[config.mk]
export PLATFORM = sky130hd
export DESIGN_NAME = rbs_sequencer
export DESIGN_NICKNAME = d
export VERILOG_FILES = /design/src/rtl/rbs_pkg.sv /design/src/rtl/rbs_sequencer.sv
export SDC_FILE = /design/constraint.sdc
export NUM_CORES = 1
export LEC_CHECK = 0
export ABC_CLOCK_PERIOD_IN_PS = 1550
export BUFFER_PORTS_ARGS = -buffer_cell sky130_fd_sc_hd__clkbuf_2
export CORE_MARGIN = 2
export CORE_UTILIZATION = 40
export CTS_CLUSTER_DIAMETER = 120
export CTS_CLUSTER_SIZE = 40
export DETAILED_ROUTE_END_ITERATION = 8
export HOLD_SLACK_MARGIN = 0.12
export PLACE_DENSITY = 0.75
export SLEW_MARGIN = 10
export SYNTH_ARGS = -nofsm -noshare
export SYNTH_HDL_FRONTEND = slang
export SYNTH_SLANG_ARGS = --single-unit
[constraint.sdc]
create_clock -name clock -period 1.55 [get_ports clock]
set_input_delay 0.0775 -clock clock [delete_from_list [all_inputs] [get_ports clock]]
set_output_delay 0.0775 -clock clock [all_outputs]
set_load 0.02 [all_outputs]
[src/rtl/rbs_pkg.sv]
// package for the reset and brownout sequencer
// assumes one 100 MHz clock domain; all users reference names with rbs_pkg::
package rbs_pkg;

   // timing
   localparam int CLOCK_MHZ = 100;
   localparam int INSTR_CYCLE_NS = 500; // one instruction cycle, 20 MHz core
   localparam int INSTR_CYCLE_CLKS = (INSTR_CYCLE_NS * CLOCK_MHZ + 999) / 1000;
   localparam logic [7:0] INSTR_CYCLE_CNT = 8'(INSTR_CYCLE_CLKS);

   // idle timer preset and width
   localparam logic [15:0] IDLE_PRESET = 16'h00f0;
   localparam logic [3:0] IDLE_PRESET_LOW_MASK = 4'hf;
   // clock monitor error release, in idle timer clocks (16 to 32)
   localparam logic [5:0] CLKMON_RELEASE = 6'h10;

   // reset values
   localparam logic [7:0] STACK_RESET = 8'h6f;
   localparam logic [15:0] PC_RESET = 16'h0000;
   localparam int FAST_OSC_BIT = 6;
   localparam logic [7:0] IDLE_CTRL_RESET = 8'h40;
   localparam int TX_EMPTY_BIT = 0;
   localparam logic [7:0] SERIAL_CTRL_RESET = 8'h01;
   localparam logic [7:0] FLASH_TIMING_RESET = 8'h10; // value for 10 MHz input
   localparam logic [7:0] ZERO_BYTE = 8'h00;
   localparam logic [15:0] WD_WINDOW_MAX = 16'hffff; // 64k idle clocks

   // sequencer states
   typedef enum logic [1:0] {
      RBS_RUN = 2'b00,
      RBS_HOLD = 2'b01,
      RBS_DELAY = 2'b10,
      RBS_COUNT = 2'b11
   } rbs_state_e;

   // reset values presented to the peripheral control registers
   typedef struct packed {
      logic [15:0] program_counter;
      logic [7:0] processor_status_word;
      logic [7:0] timer1_serial_control;
      logic [7:0] interrupt_control_reg;
      logic [7:0] timer_two_control;
      logic [7:0] timer_three_control;
      logic [7:0] high_speed_timer_control;
      logic [7:0] idle_timer_control;
      logic [7:0] wakeup_enable_reg;
      logic [7:0] wakeup_edge_select;
      logic [7:0] stack_pointer;
      logic [7:0] segment_ext;
      logic [7:0] serial_prescaler;
      logic [7:0] serial_control;
      logic [7:0] serial_receive_control;
      logic [7:0] serial_interrupt_control;
      logic [7:0] converter_control;
      logic [7:0] prog_address_low;
      logic [7:0] prog_address_high;
      logic [7:0] flash_program_timing;
      logic [15:0] watchdog_window;
      logic watchdog_armed;
      logic clock_monitor_armed;
      logic keep_pointers;
   } rbs_init_s;

   // state of the sequencer, all but the idle tick edge and the synchronisers
   typedef struct packed {
      rbs_state_e state;
      logic [15:0] idle_count;
      logic [7:0] pin_low_cnt;
      logic pin_reset;
      logic internal_reset;
      logic monitor_error;
      logic [5:0] monitor_cnt;
      logic powered;
   } rbs_regs_s;

endpackage

[src/rtl/rbs_sequencer.sv]
// reset and brownout sequencer: merges pin and brownout reset sources
// assumes supply detector levels and the pin arrive asynchronously
// assumes the core loads init_values while core_reset is high
//
// Contract
// - any reset clears timer two, timer three and fast timer controls
// - idle timer control clears except fast oscillator bit, set to one
// - wake-up enable and edge select cleared; pending left undefined
// - stack pointer loads 06f hex on reset
// - pointers kept on warm reset, undefined after power-on
// - data segment extension register cleared on reset
// - serial prescaler and controls cleared, transmit-buffer-empty set
// - converter control cleared; result registers left undefined
// - programming addresses cleared; flash timing preset for 10 MHz
// - watchdog leaves reset armed with maximum 64k service window; armed here only when watchdog_enable is high
// - watchdog and clock monitor inhibited while reset asserted
// - slow clock at reset end drives error pin low until 16 ticks
// - external reset pin assertion exits halt
// - brownout holds reset below threshold, idle timer preset 00fx
// - above threshold idle timer counts; underflow releases reset
// - brownout reset initializes everything like a pin reset
// - supply dip re-asserts reset, re-presets, restarts countdown
// - after deep drop reset held until power delay done
// - shallow dip skips the power delay
// - no further internal resets while supply stays above threshold
// - brownout disabled: no internal reset, pin must reset
// - program counter, status, timer1/serial, interrupt control cleared
`timescale 1ns/1ps
`default_nettype none

module rbs_sequencer (
   // clock and reset
   input wire logic clock,
   input wire logic arst_n,
   // reset pin and supply detector
   input wire logic reset_pin_n,
   input wire logic brownout_enable,
   input wire logic supply_below,
   input wire logic deep_drop,
   input wire logic power_delay_done,
   // idle timer tick and clock monitor
   input wire logic idle_tick,
   input wire logic clock_too_slow,
   input wire logic watchdog_enable,
   // outputs
   output logic core_reset,
   output logic halt_exit,
   output logic checks_inhibit,
   output logic [15:0] idle_timer,
   output logic watchdog_error_pin,
   output logic watchdog_error_oe,
   output rbs_pkg::rbs_init_s init_values
);

   // ==========================================================
   // reset release and input synchronisers
   // arst_n is taken at once and let go two clocks later
   logic [1:0] rst_sync;
   logic srst_n;
   always_ff @(posedge clock or negedge arst_n) begin
      if (!arst_n) rst_sync <= 2'b00;
      else rst_sync <= {rst_sync[0], 1'b1};
   end
   assign srst_n = rst_sync[1];

   // two stages for every asynchronous input
   // bit order: pin, below, deep, delay done, tick, slow
   // reset levels: pin released high, clock taken as slow until seen
   localparam int NSYNC = 6;
   logic [NSYNC-1:0] raw_in, sync_a, sync_b;
   assign raw_in = {reset_pin_n, supply_below, deep_drop, power_delay_done,
                    idle_tick, clock_too_slow};
   always_ff @(posedge clock or negedge srst_n) begin
      if (!srst_n) begin
         sync_a <= 6'h21;
         sync_b <= 6'h21;
      end else begin
         sync_a <= raw_in;
         sync_b <= sync_a;
      end
   end
   logic pin_n_s, below_s, deep_s, delay_done_s, tick_s, slow_s;
   assign {pin_n_s, below_s, deep_s, delay_done_s, tick_s, slow_s} = sync_b;

   // ==========================================================
   // state registers
   // sequencer state in one struct; idle tick edge kept beside it
   rbs_pkg::rbs_regs_s r, next_r;
   logic tick_d;
   logic tick_rise;
   always_ff @(posedge clock or negedge srst_n) begin
      if (!srst_n) tick_d <= 1'b0;
      else tick_d <= tick_s;
   end
   assign tick_rise = tick_s & ~tick_d;

   // ==========================================================
   // sequencer next state
   // hold: supply low, timer preset; delay: waiting for power delay;
   // count: idle timer running down; run: reset released
   always_comb begin
      // default: every field keeps its value
      next_r = r;

      // pin qualifier: a low shorter than one instruction cycle is noise
      if (pin_n_s) begin
         // pin released, restart the low-time count
         next_r.pin_low_cnt = 8'h00;
         next_r.pin_reset = 1'b0;
      end else if (r.pin_low_cnt >= rbs_pkg::INSTR_CYCLE_CNT - 8'h01) begin
         // long enough: reset stands until the pin goes high
         next_r.pin_reset = 1'b1;
      end else begin
         // still counting the low time
         next_r.pin_low_cnt = r.pin_low_cnt + 8'h01;
      end

      // power record: cleared by a deep drop, set once the delay ends
      if (deep_s) begin
         next_r.powered = 1'b0;
      end else if (delay_done_s) begin
         next_r.powered = 1'b1;
      end

      // brownout sequence
      case (r.state)
         rbs_pkg::RBS_RUN: begin
            // no internal reset while above threshold
            if (brownout_enable && below_s) begin
               // supply dip: back into reset with the timer preset
               next_r.state = rbs_pkg::RBS_HOLD;
               next_r.internal_reset = 1'b1;
               next_r.idle_count = rbs_pkg::IDLE_PRESET;
            end else begin
               // normal running: idle timer counts on its own clock
               next_r.internal_reset = 1'b0;
               if (tick_rise) begin
                  next_r.idle_count = r.idle_count - 16'h0001;
               end
            end
         end
         rbs_pkg::RBS_HOLD: begin
            // supply below threshold: keep the preset loaded
            next_r.idle_count = rbs_pkg::IDLE_PRESET;
            if (!below_s) begin
               // deep drop needs the delay, shallow dip skips it
               if (r.powered && !deep_s) begin
                  next_r.state = rbs_pkg::RBS_COUNT;
               end else begin
                  next_r.state = rbs_pkg::RBS_DELAY;
               end
            end
         end
         rbs_pkg::RBS_DELAY: begin
            // supply good but power delay still running
            if (below_s) begin
               next_r.state = rbs_pkg::RBS_HOLD;
            end else if (delay_done_s && !deep_s) begin
               next_r.state = rbs_pkg::RBS_COUNT;
            end
         end
         rbs_pkg::RBS_COUNT: begin
            // countdown gated on supply and power delay
            if (below_s || !delay_done_s) begin
               next_r.state = rbs_pkg::RBS_HOLD;
               next_r.idle_count = rbs_pkg::IDLE_PRESET;
            end else if (tick_rise) begin
               // underflow out of zero ends the reset
               if (r.idle_count == 16'h0000) begin
                  next_r.state = rbs_pkg::RBS_RUN;
                  next_r.internal_reset = 1'b0;
               end
               next_r.idle_count = r.idle_count - 16'h0001;
            end
         end
         default: begin
            // unused code: fall back to a safe reset
            next_r.state = rbs_pkg::RBS_HOLD;
         end
      endcase

      // brownout off: never an internal reset, pin only
      if (!brownout_enable) begin
         next_r.state = rbs_pkg::RBS_RUN;
         next_r.internal_reset = 1'b0;
      end

      // clock monitor error after reset ends
      if (core_reset) begin
         // inhibited and cleared while reset stands
         next_r.monitor_error = 1'b0;
         next_r.monitor_cnt = 6'h00;
      end else if (slow_s) begin
         // clock too slow: error, and restart the good-clock count
         next_r.monitor_error = 1'b1;
         next_r.monitor_cnt = 6'h00;
      end else if (r.monitor_error && tick_rise) begin
         // clock good: count idle ticks before releasing the pin
         if (r.monitor_cnt == rbs_pkg::CLKMON_RELEASE - 6'h01) begin
            next_r.monitor_error = 1'b0;
         end else begin
            next_r.monitor_cnt = r.monitor_cnt + 6'h01;
         end
      end
   end

   // brownout comes out of power-up in reset
   // only constants here; the synchronised supply decides the rest
   always_ff @(posedge clock or negedge srst_n) begin
      if (!srst_n) begin
         r.state <= rbs_pkg::RBS_HOLD;
         r.idle_count <= rbs_pkg::IDLE_PRESET;
         r.pin_low_cnt <= 8'h00;
         r.pin_reset <= 1'b0;
         r.internal_reset <= 1'b1;
         r.monitor_error <= 1'b0;
         r.monitor_cnt <= 6'h00;
         r.powered <= 1'b0;
      end else begin
         r <= next_r;
      end
   end

   // ==========================================================
   // merged reset and pin outputs
   // brownout reset: the internal flag or any state short of run
   logic bo_reset;
   assign bo_reset = brownout_enable & (r.internal_reset |
                     (r.state != rbs_pkg::RBS_RUN));

   // one core reset for pin and brownout alike
   assign core_reset = r.pin_reset | bo_reset;

   // a qualified pin reset also wakes the core from halt
   assign halt_exit = r.pin_reset;

   // watchdog and monitor checks sleep while reset stands
   assign checks_inhibit = core_reset;

   // idle timer value, preset and counted by the sequencer
   assign idle_timer = r.idle_count;

   // error pin: low while the clock monitor error stands
   assign watchdog_error_pin = ~r.monitor_error;
   // pin is the watchdog output only when the watchdog is enabled
   assign watchdog_error_oe = watchdog_enable;

   // ==========================================================
   // reset values for the peripheral registers
   // all static except keep_pointers and the watchdog and clock monitor arming; the core loads them while core_reset is high
   always_comb begin
      // start from all zeros, then set each field by name
      init_values = '0;
      // core: program counter, status, timer1/serial, interrupts
      init_values.program_counter = rbs_pkg::PC_RESET;
      init_values.processor_status_word = rbs_pkg::ZERO_BYTE;
      init_values.timer1_serial_control = rbs_pkg::ZERO_BYTE;
      init_values.interrupt_control_reg = rbs_pkg::ZERO_BYTE;
      // timers two, three and the fast timer
      init_values.timer_two_control = rbs_pkg::ZERO_BYTE;
      init_values.timer_three_control = rbs_pkg::ZERO_BYTE;
      init_values.high_speed_timer_control = rbs_pkg::ZERO_BYTE;
      // idle timer control: only the fast oscillator bit set
      init_values.idle_timer_control = rbs_pkg::IDLE_CTRL_RESET;
      // wake-up enable and edge select; pending is not touched
      init_values.wakeup_enable_reg = rbs_pkg::ZERO_BYTE;
      init_values.wakeup_edge_select = rbs_pkg::ZERO_BYTE;
      // stack starts at the top of the lower base ram
      init_values.stack_pointer = rbs_pkg::STACK_RESET;
      // data segment extension back to segment zero
      init_values.segment_ext = rbs_pkg::ZERO_BYTE;
      // serial port: all clear but transmit buffer empty
      init_values.serial_prescaler = rbs_pkg::ZERO_BYTE;
      init_values.serial_control = rbs_pkg::SERIAL_CTRL_RESET;
      init_values.serial_receive_control = rbs_pkg::ZERO_BYTE;
      init_values.serial_interrupt_control = rbs_pkg::ZERO_BYTE;
      // converter control; result registers keep what they hold
      init_values.converter_control = rbs_pkg::ZERO_BYTE;
      // programming addresses and flash timing
      init_values.prog_address_low = rbs_pkg::ZERO_BYTE;
      init_values.prog_address_high = rbs_pkg::ZERO_BYTE;
      init_values.flash_program_timing = rbs_pkg::FLASH_TIMING_RESET;
      // watchdog: widest service window, armed only when enabled
      init_values.watchdog_window = rbs_pkg::WD_WINDOW_MAX;
      init_values.watchdog_armed = watchdog_enable;
      init_values.clock_monitor_armed = watchdog_enable;
      // pointers survive a warm reset only; after power-up they are junk
      init_values.keep_pointers = r.powered;
   end

endmodule // rbs_sequencer

`default_nettype wire

# --- Yosys cells after proc, flatten, opt, wreduce, memory -nomap -nowiden ---
# Index checks and enable logic that the tools add are counted.
# W data, S select, Z words.
totals:
  input_bits: 10
  latchBits: 0
  n_memories: 0
  out_inout_bits: 208
  elab_cells: 88
  register_bits: 51
  romBits: 0
  ram_bits: 0
op_classes:
  n_eq_ne: 17
  n_shift: 0
  div: 0
  reduce_logical: 20
  add_sub_neg: 3
  n_mul: 0
  n_lt_le_gt_ge: 1
  n_bitwise: 6
  mux: 29
ops:
  columns: ["op", "n"]
  rows:
  - ["$pmux W16 S3", 1]
  - ["$mux W18", 2]
  - ["$mux W16", 2]
  - ["$ne A3 B3 Y1 const B", 8]
  - ["$mux W7", 3]
  - ["$logic_not A16 Y1", 1]
  - ["$sub A16 B1 Y16 const B", 1]
  - ["$mux W2", 6]
  - ["$ne A4 B4 Y1 const B", 3]
  - ["$mux W1", 10]
  - ["$mux W9", 1]
  - ["$reduce_bool A3 Y1", 3]
  - ["$add A8 B1 Y8 const B", 1]
  - ["$ge A8 B6 Y1 const B", 1]
  - ["$mux W8", 1]
  - ["$pmux W2 S4", 1]
  - ["$add A6 B1 Y6 const B", 1]
  - ["$eq A6 B4 Y1 const B", 1]
  - ["$mux W6", 1]
  - ["$reduce_bool A2 Y1", 3]
  - ["$reduce_and A5 Y1", 1]
  - ["$eq A2 B2 Y1 const B", 2]
  - ["$logic_and A1 B1 Y1", 4]
  - ["$reduce_and A2 Y1", 2]
  - ["other kinds (12)", 16]

# --- Longest topological paths before layout ---
logic_depth:
  word_depth: 6
  depth_mapped: 6
  mapped_depth_nobuf: 6

# --- Worst setup path after synthesis ---
# Ideal clock, no wire load.
synth_timing:
  path_type: "register -> register"
  start: "register r, in the netlist idle_timer[11]"
  end: "register r, in the netlist idle_timer[15]"
  path_buffers: 0
  setup_time_ps: 78
  arrival_ps: 1874
  synth_period_minus_slack_ps: 1952
  stages_incl_launch_ff: 5
  path_slack_ps: -402
  required_time_ps: 1472
  path_cell_list: "dfrtp_1 or4_4 or4_4 or4_1 a21oi_1"
synth_via:
  elab_chain_cells: 4
  elab_cells_between_ends: 6
  classes_between: "1 x add/sub; 5 x mux"
synth_lines:
  columns: ["element", "line", "source"]
  rows:
  - ["start, declared", "rbs_sequencer.sv:88", "rbs_pkg::rbs_regs_s r, next_r;"]
  - ["start signal, assigned", "rbs_sequencer.sv:220", "r <= next_r;"]
  - ["$sub A16 B1 Y16 *", "rbs_sequencer.sv:138, rbs_sequencer.sv:173", null]
  - ["$mux W18 or $mux W16 (tied branches)", "rbs_sequencer.sv:167, rbs_sequencer.sv:137", null]
  - ["$mux W18 or $mux W16 (tied branches)", "rbs_sequencer.sv:164, rbs_sequencer.sv:129", null]
  - ["$pmux W16 S3 *", "rbs_sequencer.sv:126", "case (r.state)"]
# Every way passes the cells marked *; elsewhere a longest branch is shown, timed or not. The select of a mux whose other input is x is not followed.
# A chain may end at the register's enable or synchronous reset.

# --- Worst setup path after layout ---
layout_timing:
  start: "register r, in the netlist idle_timer[8]"
  end: "register r, in the netlist idle_timer[15]"
# The elaborated chain is that of the path after synthesis.

==> summary.md <==
| Metric | Value |
|---|---|
| CTS clk-pin slew, worst paths | `100 ps` |
| Final Slew Violations | `0` |
| EDFF count, synth | `0` |
| First drt pass iteration count | `4` |
| RSZ-0062 raised after global routing | `yes` |
| Run status | `finished with violations` |
| Die ar. | `10500 um2` |
| Synth Area per Inst | `9.16 um2` |
| CTS Root Cell | `clkbuf_8` |
| Vias in the first global route | `2074` |
| Initial Util | `0.414` |
| Path type of the worst setup path | `register to register` |
| Yosys cell types | `44` |
| Largest net degree at the start of global routing | `22` |
| CTS tree | `built` |
| Setup slack after layout | `-488 ps` |
| Maxcap violations | `0` |
| Routed Antenna Nets | `0` |
| DRT iter0 DRCs | `136` |
| Setup crit start kind | `register` |
| First-pass GRT wire length | `9400 um` |
| Ys flop type | `dfrtp_1` |
| H-tree depth | `2` |
| Total Neg Setup Slack | `-3080 ps` |
| Violated checks | `negative setup slack` |
| Grt total ovfl | `0` |
| Fin crit period | `2040 ps` |
| Aggregate routed wire length | `6990 um` |
| Layout Skew | `13.8 ps` |
| Die H | `102 um` |
| Layout area overhead | `5.05%` |
| CP required | `1790 ps` |
| Lkg Pwr | `2.05 nW` |
| Total number of vias | `2460` |
| Mapped Area | `3860 um2` |
| Seq/Total Area, Yosys | `0.333` |
| Drt drc | `0` |
| Fin nets | `502` |
| Power Density | `769 nW/um2` |
| Core area | `9330 um2` |
| #FFs+latches synth | `51` |
| Arr. time, crit path | `2280 ps` |
| CTS sink count | `51` |
| Layout cell share with drive strength beyond 1 | `0.262` |
| Cells after Synth | `422` |
| DP Wirelength | `4920 um` |
| # fillers | `899` |
| Port bufs | `29` |
| Endpoints failing setup | `13` |
| Worst Hold Class | `input port to register` |
| Fmax | `491 MHz` |
| Synth async-reset ratio | `1.00` |
| Final Hold Viols | `0` |
| GPL Wtd Cong | `0.842` |
| Routed WL per cell | `11.3 um` |
| Post-DR vias/cell | `3.99` |
| Yosys Warn Count | `0` |
| Die width | `102 um` |
| VDD IR max | `0.729 mV` |
| Worst setup EP type | `register` |
| Rows | `35` |
| Area post-placement | `3610 um2` |
| Final worst path period share | `1.32` |
| Initial antenna violation count | `0` |
| Synth area leaders | `buf_4 (40%), dfrtp_1 (27%), dfstp_2 (6.8%)` |
| Yosys top cell area share | `0.400` |
| N_diodes | `0` |
| Post-Layout Cell Count | `617` |
| Dpl ws | `-454 ps` |
| Fin Hold WS | `123 ps` |
| Placed Cells | `591` |
| Number of buffers inserted during clock tree synthesis | `5` |
| GRT Util Overall | `0.114` |
| Clk_lat worst skew | `310 ps` |
| Post-route design area | `4060 um2` |
| Boundary Pins | `218` |
| CP Max Fanout | `2` |
| Clock tree buffer depth | `2` |
| Largest area contributor in the netlist | `buf_4` |
-- cell usage after synthesis, types with 7 or more instances --
master   number
buf_4       206
dfrtp_1      41
nor2_1       19
a21oi_1      14
nand2_1      14
dfstp_2      10
o21ai_0      10
inv_1         9
nand3_1       9
xor2_1        8
o31ai_1       7
-- path summary, 6_finish.rpt --
kind	startpoint	endpoint	slack (ps)	cells after the start
max in group asynchronous	arst_n	rst_sync[1]	790	3
worst max-delay path	idle_timer[8]	idle_timer[15]	-490	4
worst min register to register	rst_sync[1]	sync_a[4]	170	0
min in group asynchronous	rst_sync[1]	sync_a[4]	170	0
worst min-delay path	brownout_enable	r[8]	120	3
worst max register to register	idle_timer[8]	idle_timer[15]	-490	4
-- registers in the layout, summed over array words and instances, names as in the netlist --
name / cells
sync_b: 6
idle_timer: 16
rst_sync: 2
r: 18
tick_d: 1
init_values: 1
halt_exit: 1
sync_a: 6
-- cells in the final DEF (no fill, tap or decap), types with 3 or more instances in the layout --
cell | synthesis | routed
conb_1 | 2 | 185
dfrtp_1 | 41 | 40
buf_4 | 206 | 40
clkbuf_2 | 0 | 27
nor2_1 | 19 | 19
nand2_1 | 14 | 14
a21oi_1 | 14 | 12
dfstp_2 | 10 | 10
buf_6 | 2 | 9
nand3_1 | 9 | 8
xor2_1 | 8 | 8
dlygate4sd3_1 | 0 | 8
inv_1 | 9 | 7
o21ai_0 | 10 | 5
clkbuf_8 | 0 | 5
or4_4 | 2 | 4
nor2b_1 | 5 | 4
nand4_1 | 4 | 4
or4_1 | 5 | 4
xnor2_1 | 4 | 4
ha_1 | 5 | 4
o21ai_1 | 0 | 3
nand3b_1 | 3 | 3
mux2i_1 | 3 | 3
o31ai_2 | 0 | 3
nor3_1 | 4 | 3
a211oi_1 | 4 | 3
-- area by class of cell --
class	count	area, um2	area share
clock inverters	1	5.00	0.00123
repair buffers	87	672	0.165
well taps	129	161	0.0398
inverters	9	33.8	0.00832
clock buffers	7	76.3	0.0188
flip-flops and latches	51	1290	0.318
multi-input cells	333	1820	0.449
-- critical path, stage by stage, from the launching register on --
cell and delay [ps]:
dfrtp_1 380, or4_4 540, or4_4 430, or4_4 460, a21oi_4 150
-- cells by family (layout without fill, tap and decap cells) --
| logic type | count (synthesis) | after routing | synth area share |
|---|---|---|---|
| flops | 51 | 51 | 0.333 |
| buf+inv | 221 | 104 | 0.419 |
| mux | 3 | 3 | 0.00777 |
| other cells | 2 | 185 | 0.00194 |
| fa+ha+maj | 5 | 5 | 0.0162 |
| compound gates | 41 | 41 | 0.0660 |
| simple gates | 87 | 87 | 0.129 |
| xor+xnor | 12 | 12 | 0.0272 |
-- per-stage QoR --
stage                     utilization  power (mW)
final                           0.435        3.12
after global placement          0.387        2.25
after detailed placement        0.387        2.27
after floorplan                     -        2.47
after global routing            0.435        3.28
after CTS                       0.414        3.03
-- timing repair --
item,CTS,global route
endpoints found under the hold margin,8,0
endpoints found under the setup margin,17,23
hold buffers,8,0
pin swaps,4,13
setup buffers,1,9
resized for setup,19,34
-- routing by layer --
layer / part of all wire / vias up / GRT usage
li1: - / 1130 / -
met1: 0.38 / 1195 / 0.131
met2: 0.53 / 124 / 0.203
met3: 0.069 / 11 / 0.0308
met4: 0.018 / 0 / 0.0410
met5: 0 / - / 0
-- report_power, final --
| part | internal [mW] | leakage, nW | switching [mW] |
|---|---|---|---|
| Sequential | 1.40 | 0.642 | 0.0648 |
| Combinational | 0.249 | 1.36 | 0.659 |
| Clock | 0.318 | 0.0422 | 0.433 |
| Total | 1.97 | 2.05 | 1.16 |
Note: power is estimated with default switching activity, not from simulation.
